`config.mk`:
```
export PLATFORM = sky130hd
export DESIGN_NAME = uart_control_registers
export DESIGN_NICKNAME = d
export VERILOG_FILES = /design/src/core/serial_ctrl_pkg.sv /design/src/core/uart_control_registers.sv
export VERILOG_INCLUDE_DIRS = /design/src /design/src/core
export SDC_FILE = /design/constraint.sdc
export NUM_CORES = 1
export LEC_CHECK = 0
export ABC_AREA = 1
export BUFFER_PORTS_ARGS = -buffer_cell sky130_fd_sc_hd__buf_2
export CAP_MARGIN = 20
export CELL_PAD_IN_SITES_DETAIL_PLACEMENT = 0
export CELL_PAD_IN_SITES_GLOBAL_PLACEMENT = 1
export CORE_UTILIZATION = 33
export CTS_CLUSTER_SIZE = 14
export DETAILED_ROUTE_END_ITERATION = 7
export GPL_TIMING_DRIVEN = 0
export PLACE_DENSITY = 0.81
export SYNTH_ARGS = -nofsm -noshare
export SYNTH_HDL_FRONTEND = slang
export SYNTH_SLANG_ARGS = --single-unit
```
`constraint.sdc`:
```
create_clock -name i_clk -period 1.5 [get_ports i_clk]
set_clock_uncertainty 0.15 [all_clocks]
set_input_delay 0.15 -clock i_clk [delete_from_list [all_inputs] [get_ports i_clk]]
set_output_delay 0.15 -clock i_clk [all_outputs]
set_load 0.02 [all_outputs]
```
`src/core/serial_ctrl_cfg.svh`:
```
// serial_ctrl_cfg.svh: offsets, field positions, resets, counts
// assumes: included by bare name from the core files
`ifndef SERIAL_CTRL_CFG_SVH
`define SERIAL_CTRL_CFG_SVH
// ****************************************
// register offsets
// ****************************************
`define OFS_CONTROL_ONE   2'h0
`define OFS_CONTROL_TWO   2'h1
`define OFS_CONTROL_THREE 2'h2
// ****************************************
// control one fields
// ****************************************
`define B_LOOP_SELECT   7
`define B_STOP_IN_WAIT  6
`define B_RX_SOURCE     5
`define B_NINE_BIT      4
`define B_WAKE_METHOD   3
`define B_IDLE_TYPE     2
`define B_PARITY_EN     1
`define B_PARITY_TYPE   0
// ****************************************
// control two fields
// ****************************************
`define B_TX_EMPTY_IE   7
`define B_TX_DONE_IE    6
`define B_RX_FULL_IE    5
`define B_IDLE_IE       4
`define B_TX_ENABLE     3
`define B_RX_ENABLE     2
`define B_RX_WAKEUP     1
`define B_SEND_BREAK    0
// ****************************************
// control three fields
// ****************************************
`define B_LONG_BREAK    1
`define B_WIRE_DIR      0
// ****************************************
// reset values and bit-time counts
// ****************************************
`define RST_CONTROL     8'h00
`define IDLE_BITS_8     4'hA
`define IDLE_BITS_9     4'hB
`define BREAK_BITS_8    4'hA
`define BREAK_BITS_9    4'hB
`define LBREAK_BITS_8   4'hD
`define LBREAK_BITS_9   4'hE
`endif

```
`src/core/serial_ctrl_pkg.sv`:
```
// serial_ctrl_pkg.sv: state type of the control block
// assumes: nothing beyond the compiler
package serial_ctrl_pkg;
   typedef struct packed
   {
      logic [7:0] ctl1;
      logic [7:0] ctl2;
      logic [7:0] ctl3;
      logic [7:0] rd_data;
      logic       irq;
      logic       txd_out;
      logic       txd_oe_n;
      logic       rx_in;
      logic       rxd_owned;
      logic       tx_owned;
      logic       clk_run;
      logic       queue_idle;
      logic       break_once;
      logic       tx_parity;
      logic       rx_perr;
      logic [3:0] idle_bits;
      logic [3:0] break_bits;
   } ctl_state_s;
endpackage

```
`src/core/uart_control_registers.sv`:
```
// uart_control_registers.sv: control registers, pin routing, irq
// assumes: shifters, baud divider and flags live outside
//
// How it works
// - loop select feeds transmitter into receiver
// - source select ignored while loop clear
// - source set: single wire on tx pin
// - stop-in-wait freezes clocks during wait
// - nine-bit bit adds ninth data bit
// - wake method: idle or address mark
// - idle count start, 10 or 11 bits
// - parity uses the top data bit
// - parity type even 0, odd 1
// - empty flag with enable raises irq
// - complete flag with enable raises irq
// - full flag with enable raises irq
// - idle flag with enable raises irq
// - tx enable drives tx pin out
// - single wire direction picks drive or receive
// - enable off then on queues idle
// - pin kept until pending work done
// - rx pin freed when off or looped
// - wakeup bit set by sw, hw clears
// - send break queues break characters
//
// Strobed register access and the address map were decided locally.
`include "serial_ctrl_cfg.svh"
`timescale 1ns/10ps
`default_nettype none
module uart_control_registers
#(
   parameter int ADDR_W = 2
)
(
   // clock and reset
   input  wire logic              i_clk,
   input  wire logic              i_sys_rst,
   // register port
   input  wire logic [ADDR_W-1:0] i_addr,
   input  wire logic [7:0]        i_wr_data,
   input  wire logic              i_wr_stb,
   input  wire logic              i_rd_stb,
   output logic      [7:0]        o_rd_data,
   // status flags from the core
   input  wire logic              i_tx_empty,
   input  wire logic              i_tx_done,
   input  wire logic              i_rx_full,
   input  wire logic              i_idle_flag,
   input  wire logic              i_wakeup_seen,
   input  wire logic              i_tx_busy,
   input  wire logic              i_cpu_wait,
   // shifter data
   input  wire logic              i_tx_serial,
   input  wire logic [8:0]        i_tx_char,
   input  wire logic [8:0]        i_rx_char,
   // pins
   input  wire logic              i_txd_pin,
   input  wire logic              i_rxd_pin,
   output logic                   o_txd_pin,
   output logic                   o_txd_oe_n,
   output logic                   o_rxd_owned,
   // to the core
   output logic                   o_rx_serial,
   output logic                   o_tx_on,
   output logic                   o_rx_on,
   output logic                   o_nine_bit,
   output logic                   o_wake_mark,
   output logic                   o_idle_after_stop,
   output logic                   o_rx_standby,
   output logic                   o_break_level,
   output logic                   o_break_once,
   output logic                   o_queue_idle,
   output logic                   o_clk_run,
   output logic                   o_tx_parity,
   output logic                   o_rx_perr,
   output logic      [3:0]        o_idle_bits,
   output logic      [3:0]        o_break_bits,
   output logic                   o_irq
);

   // ****************************************
   // elaboration check
   // ****************************************
   if (ADDR_W < 2)
   begin : g_bad
      $error("ADDR_W must be at least 2");
   end

   // ****************************************
   // state
   // ****************************************
   serial_ctrl_pkg::ctl_state_s st;
   serial_ctrl_pkg::ctl_state_s next_st;

   logic [7:0] next_c1;
   logic [7:0] next_c2;
   logic       loop_select;
   logic       single_wire;
   logic       wr1;
   logic       wr2;

   // ones count of the character, parity slot optional
   function automatic logic ones_odd
   (
      input logic [8:0] c,
      input logic       nine,
      input logic       with_top
   );
      logic [8:0] m;
      m = nine ? 9'h0FF : 9'h07F;
      if (with_top)
      begin
         m = nine ? 9'h1FF : 9'h0FF;
      end
      return ^(c & m);
   endfunction

   // write address decode for control one and two
   assign wr1 = i_wr_stb && (i_addr == ADDR_W'(`OFS_CONTROL_ONE));
   assign wr2 = i_wr_stb && (i_addr == ADDR_W'(`OFS_CONTROL_TWO));

   // ****************************************
   // next state
   // ****************************************
   always_comb
   begin
      next_st = st;
      next_c1 = st.ctl1;
      next_c2 = st.ctl2;
      // register writes take effect next clock
      if (wr1)
      begin
         next_c1 = i_wr_data;
      end
      if (wr2)
      begin
         next_c2 = i_wr_data;
      end
      // hw clears wakeup, a sw set in that cycle wins
      if (i_wakeup_seen && st.ctl2[`B_RX_WAKEUP]
          && !(wr2 && i_wr_data[`B_RX_WAKEUP]))
      begin
         next_c2[`B_RX_WAKEUP] = 1'b0;
      end
      next_st.ctl1 = next_c1;
      next_st.ctl2 = next_c2;
      if (i_wr_stb && (i_addr == ADDR_W'(`OFS_CONTROL_THREE)))
      begin
         next_st.ctl3 = {6'h00, i_wr_data[1:0]};
      end
      // read data stand the cycle after the strobe
      next_st.rd_data = 8'h00;
      if (i_rd_stb)
      begin
         case (i_addr)
            ADDR_W'(`OFS_CONTROL_ONE):   next_st.rd_data = st.ctl1;
            ADDR_W'(`OFS_CONTROL_TWO):   next_st.rd_data = st.ctl2;
            ADDR_W'(`OFS_CONTROL_THREE):
               next_st.rd_data = {5'h00, st.tx_owned, st.ctl3[1:0]};
            default:                     next_st.rd_data = 8'h00;
         endcase
      end
      // enable off then on queues an idle
      next_st.queue_idle = wr2 && !st.ctl2[`B_TX_ENABLE]
                           && i_wr_data[`B_TX_ENABLE];
      // a one then zero on send break queues one break
      next_st.break_once = wr2 && st.ctl2[`B_SEND_BREAK]
                           && !i_wr_data[`B_SEND_BREAK];
      // pin held while enabled or work pending
      next_st.tx_owned = next_c2[`B_TX_ENABLE] || i_tx_busy
                         || next_st.queue_idle
                         || next_st.break_once;
      // combined level interrupt
      next_st.irq = (i_tx_empty  && next_c2[`B_TX_EMPTY_IE])
                 || (i_tx_done   && next_c2[`B_TX_DONE_IE])
                 || (i_rx_full   && next_c2[`B_RX_FULL_IE])
                 || (i_idle_flag && next_c2[`B_IDLE_IE]);
      // wait mode clock freeze
      next_st.clk_run = !(i_cpu_wait
                          && next_c1[`B_STOP_IN_WAIT]);
      // parity generate and check
      next_st.tx_parity = next_c1[`B_PARITY_EN]
         && (ones_odd(i_tx_char, next_c1[`B_NINE_BIT], 1'b0)
             ^ next_c1[`B_PARITY_TYPE]);
      next_st.rx_perr = next_c1[`B_PARITY_EN]
         && (ones_odd(i_rx_char, next_c1[`B_NINE_BIT], 1'b1)
             != next_c1[`B_PARITY_TYPE]);
      // idle and break lengths in bit times
      next_st.idle_bits = next_c1[`B_NINE_BIT] ? `IDLE_BITS_9
                                               : `IDLE_BITS_8;
      if (next_st.ctl3[`B_LONG_BREAK])
      begin
         next_st.break_bits = next_c1[`B_NINE_BIT] ? `LBREAK_BITS_9
                                                   : `LBREAK_BITS_8;
      end
      else
      begin
         next_st.break_bits = next_c1[`B_NINE_BIT] ? `BREAK_BITS_9
                                                   : `BREAK_BITS_8;
      end
      // pin routing
      next_st.txd_out = i_tx_serial;
      next_st.txd_oe_n = !next_st.tx_owned;
      if (next_c1[`B_LOOP_SELECT] && next_c1[`B_RX_SOURCE]
          && !next_st.ctl3[`B_WIRE_DIR])
      begin
         next_st.txd_oe_n = 1'b1;
      end
      if (!next_c1[`B_LOOP_SELECT])
      begin
         next_st.rx_in = i_rxd_pin;
      end
      else if (next_c1[`B_RX_SOURCE])
      begin
         next_st.rx_in = i_txd_pin;
      end
      else
      begin
         next_st.rx_in = i_tx_serial;
      end
      next_st.rxd_owned = next_c2[`B_RX_ENABLE]
                          && !next_c1[`B_LOOP_SELECT];
   end

   // ****************************************
   // registers
   // ****************************************
   always_ff @(posedge i_clk)
   begin
      if (i_sys_rst)
      begin
         st <= '0;
         st.ctl1 <= `RST_CONTROL;
         st.ctl2 <= `RST_CONTROL;
         st.txd_out <= 1'b1;
         st.txd_oe_n <= 1'b1;
         st.rx_in <= 1'b1;
         st.clk_run <= 1'b1;
         st.idle_bits <= `IDLE_BITS_8;
         st.break_bits <= `BREAK_BITS_8;
      end
      else
      begin
         st <= next_st;
      end
   end

   // ****************************************
   // outputs
   // ****************************************
   assign loop_select = st.ctl1[`B_LOOP_SELECT];
   assign single_wire = loop_select && st.ctl1[`B_RX_SOURCE];
   assign o_rd_data = st.rd_data;
   assign o_txd_pin = st.txd_out;
   assign o_txd_oe_n = st.txd_oe_n;
   assign o_rxd_owned = st.rxd_owned;
   assign o_rx_serial = st.rx_in;
   assign o_tx_on = st.ctl2[`B_TX_ENABLE];
   assign o_rx_on = st.ctl2[`B_RX_ENABLE];
   assign o_nine_bit = st.ctl1[`B_NINE_BIT];
   assign o_wake_mark = st.ctl1[`B_WAKE_METHOD];
   assign o_idle_after_stop = st.ctl1[`B_IDLE_TYPE];
   assign o_rx_standby = st.ctl2[`B_RX_WAKEUP];
   assign o_break_level = st.ctl2[`B_SEND_BREAK];
   assign o_break_once = st.break_once;
   assign o_queue_idle = st.queue_idle;
   assign o_clk_run = st.clk_run;
   assign o_tx_parity = st.tx_parity;
   assign o_rx_perr = st.rx_perr;
   assign o_idle_bits = st.idle_bits;
   assign o_break_bits = st.break_bits;
   assign o_irq = st.irq;
endmodule
`default_nettype wire

```
==> flow_summary.json <==
{
  "outcome": "finished clean",
  "setup_ws_ns": 0.101,
  "rsz0062_at_grt": "false",
  "dr.pass1.iters": 4,
  "leakagePower_uw": 0.00148,
  "grt_max_degree": 13,
  "yosys-top-cells-area": "dfxtp_1, nand2_1, inv_1",
  "synth_top_family_by_area": "simple AND/OR/NAND/NOR gates",
  "crit_arrival_ns": 1.47,
  "first_global_vias": 1603,
  "dr_total_vias": 1928,
  "io_buffer_count": 69,
  "hp-class": "input pin to flop",
  "regMostFlops": "st",
  "place_ws_ns": -0.101,
  "die_x_um": 80.4,
  "largest_reg_flops": 11,
  "grt-busiest-layer": "met2",
  "finalMaxSlewViolations": 0,
  "dp_cells": 448,
  "seq_area_frac_synth_pct": 38.5,
  "drv_cap": 0,
  "design_area_um2": 2670,
  "fin_hold_ws_ns": 0.00609,
  "setup_tns_ns": 0,
  "dieArea_um2": 6460,
  "synth.largest_area_cell": "dfxtp_1",
  "syn_area_um2": 2030,
  "cts_resized": 0,
  "initial_core_util_pct": 34.2,
  "rows": 28,
  "grt_antenna_before_repair": 0,
  "die_y_um": 80.4,
  "clock_latency_ns": 0.29,
  "critPathKind": "input pin to flop",
  "fin_crit_sh_pct": 93.3,
  "drcViolationCount": 0,
  "htree_levels": 2,
  "slew-limit-headroom_pct": 61.7,
  "yosysWarnings": 0,
  "netlist_instances": 302,
  "clockBufferDepth": 2,
  "synth.mux.area_fraction_pct": 0,
  "grt_pass1_wl_mm": 6.95,
  "crit_slowest_cell": "dlygate4sd3_1",
  "worst_pin_slew_ns": 0.575,
  "synth_compound_area_share_pct": 10.9,
  "cts.sinks": 39,
  "synth_cell_types": 31,
  "synthXorXnorAreaFrac_pct": 0.865,
  "met2_usage_pct": 24.8,
  "placed_area_um2": 2470,
  "area_delta_synth_final_pct": 31.7,
  "crit_fanout": 6,
  "startpoint_type": "input pin",
  "synth_fa_ha_area_share_pct": 0,
  "io_pins": 75,
  "wire_per_inst_um": 9.76,
  "fmax_mhz": 715,
  "viasPerCell": 4.15,
  "use_met1_pct": 16.6,
  "path_cells": "dlygate4sd3_1, nand3b_1, nand2_4, nor2_1, nor2_2, nand2_1, a21oi_1",
  "root_buffer": "clkbuf_8",
  "r2r_start": "o_nine_bit$_SDFF_PP0_",
  "gp_congestion": 0.776,
  "finalCriticalPeriod_ns": 1.40,
  "clk_pin_slew_ns": 0.07,
  "yosys.area_share.simple_pct": 32.6,
  "grt_overflow": 0,
  "fin_nets": 431,
  "setup_violations": 0,
  "place_hpwl_mm": 3.53,
  "worstHoldStart": "i_tx_busy",
  "hold_viol_final": 0,
  "required_ns": 1.57,
  "ant_nets": 0,
  "grtUsageTotal_pct": 14.0,
  "cellPowerDensity_nw_per_um2": 875,
  "antenna_cells": 0,
  "layout-drive-gt1-share_pct": 29.7,
  "syn_area_per_cell_um2": 6.71,
  "drt_iter0_markers": 102,
  "numCtsBuffers": 5,
  "synth-seq-cells": 39,
  "max-vdd-ir-drop_uv": 447,
  "wirelength_mm": 4.54,
  "cts_tree": "built",
  "max_stage_delay_ns": 0.62,
  "setup.worst_path.start": "i_wr_data[0]",
  "synth_top_area_share_pct": 38.5,
  "final_cells": 465,
  "end_kind": "flop",
  "use_met3_pct": 3.75,
  "coreArea_um2": 5920
}
## logic make-up (layout without fill, tap and decap cells)
| family | count (synthesis) | after routing |
|---|---|---|
| AND/OR/NAND/NOR | 151 | 151 |
| buffers and inverters | 72 | 158 |
| flip-flops | 39 | 39 |
| AO/OA/AOI/OAI | 36 | 36 |
| other | 2 | 4 |
| XOR/XNOR | 2 | 2 |
## cell usage in the layout, fill, tap and decap left out, types with 2 or more instances in the layout
cell type	instances
o21a_1	2
dlygate4sd3_1	9
dfxtp_1	39
inv_2	3
inv_1	50
nand2_2	3
nand2_1	98
buf_2	68
o21ai_1	2
clkbuf_1	2
a21oi_1	11
nor2_1	28
o211ai_1	2
nor2_4	2
conb_1	4
nand2_4	5
nor3_1	2
nor2_2	3
xnor2_1	2
buf_4	17
nand3_1	7
o21ai_0	12
clkbuf_8	7
## layer usage
metal	routed length [um]	part of all wire, %
met1	2090	46
met2	2210	49
met3	236	5.2
met4	0	0
met5	0	0
## path summary, 6_finish.rpt
kind	endpoint	slack (ns)	cells past startpoint
worst min-delay path	st[13]$_SDFF_PP0_	0.006	3
worst max register to register	o_tx_parity$_SDFF_PP0_	0.26	8
worst min register to register	o_rd_data[6]$_SDFF_PP0_	0.31	2
worst max-delay path	o_tx_parity$_SDFF_PP0_	0.10	7
## cell type report
| class | instances | area (um2) |
|---|---|---|
| multi-input combinational | 193 | 915 |
| tap | 75 | 93.8 |
| timing repair buffer | 78 | 438 |
| fill | 629 | 3250 |
| inverter | 53 | 199 |
| clock buffer | 7 | 96.3 |
| buffer | 19 | 139 |
| clock inverter | 1 | 7.51 |
| sequential | 39 | 781 |
## where the power goes
group	total (uW)	internal (uW)	leakage, uW	switching [uW]
registers	1090	1080	0.000318	17.1
clock network	772	418	0.0000505	354
logic	467	189	0.00111	278
total	2330	1680	0.00148	649
## cells in the mapped netlist (all sizes together)
| cell type | n |
|---|---|
| xnor2 | 2 |
| clkbuf | 2 |
| a21boi | 1 |
| o21ai | 15 |
| conb | 2 |
| inv | 53 |
| nor2 | 33 |
| nand3b | 1 |
| nor4 | 2 |
| a21oi | 12 |
| o22ai | 1 |
| o211ai | 3 |
| o21a | 2 |
| nor3 | 2 |
| nand3 | 7 |
| dfxtp | 39 |
| buf | 17 |
| o22a | 1 |
| nand2 | 106 |
| o221ai | 1 |
## timing repair
action,CTS,global route
endpoints found under the setup margin,0,1
buffers inserted,0,1
hold buffers,9,0
endpoints found under the hold margin,8,0
## through the flow
stage / util, % / power (uW)
final: 45.1 / 2330
after CTS: 45.0 / 2360
after global routing: 45.1 / 2460
after detailed placement: 41.8 / 1570
after floorplan: - / 1420
after global placement: 41.8 / 1560
## worst max-delay path, delay by kind of cell
kind                   cells  cell delay, ns
AND/OR/NAND/NOR            5            0.57
buffers and inverters      1            0.62
AO/OA/AOI/OAI              1            0.12
Note: power is estimated with default switching activity, not from simulation.
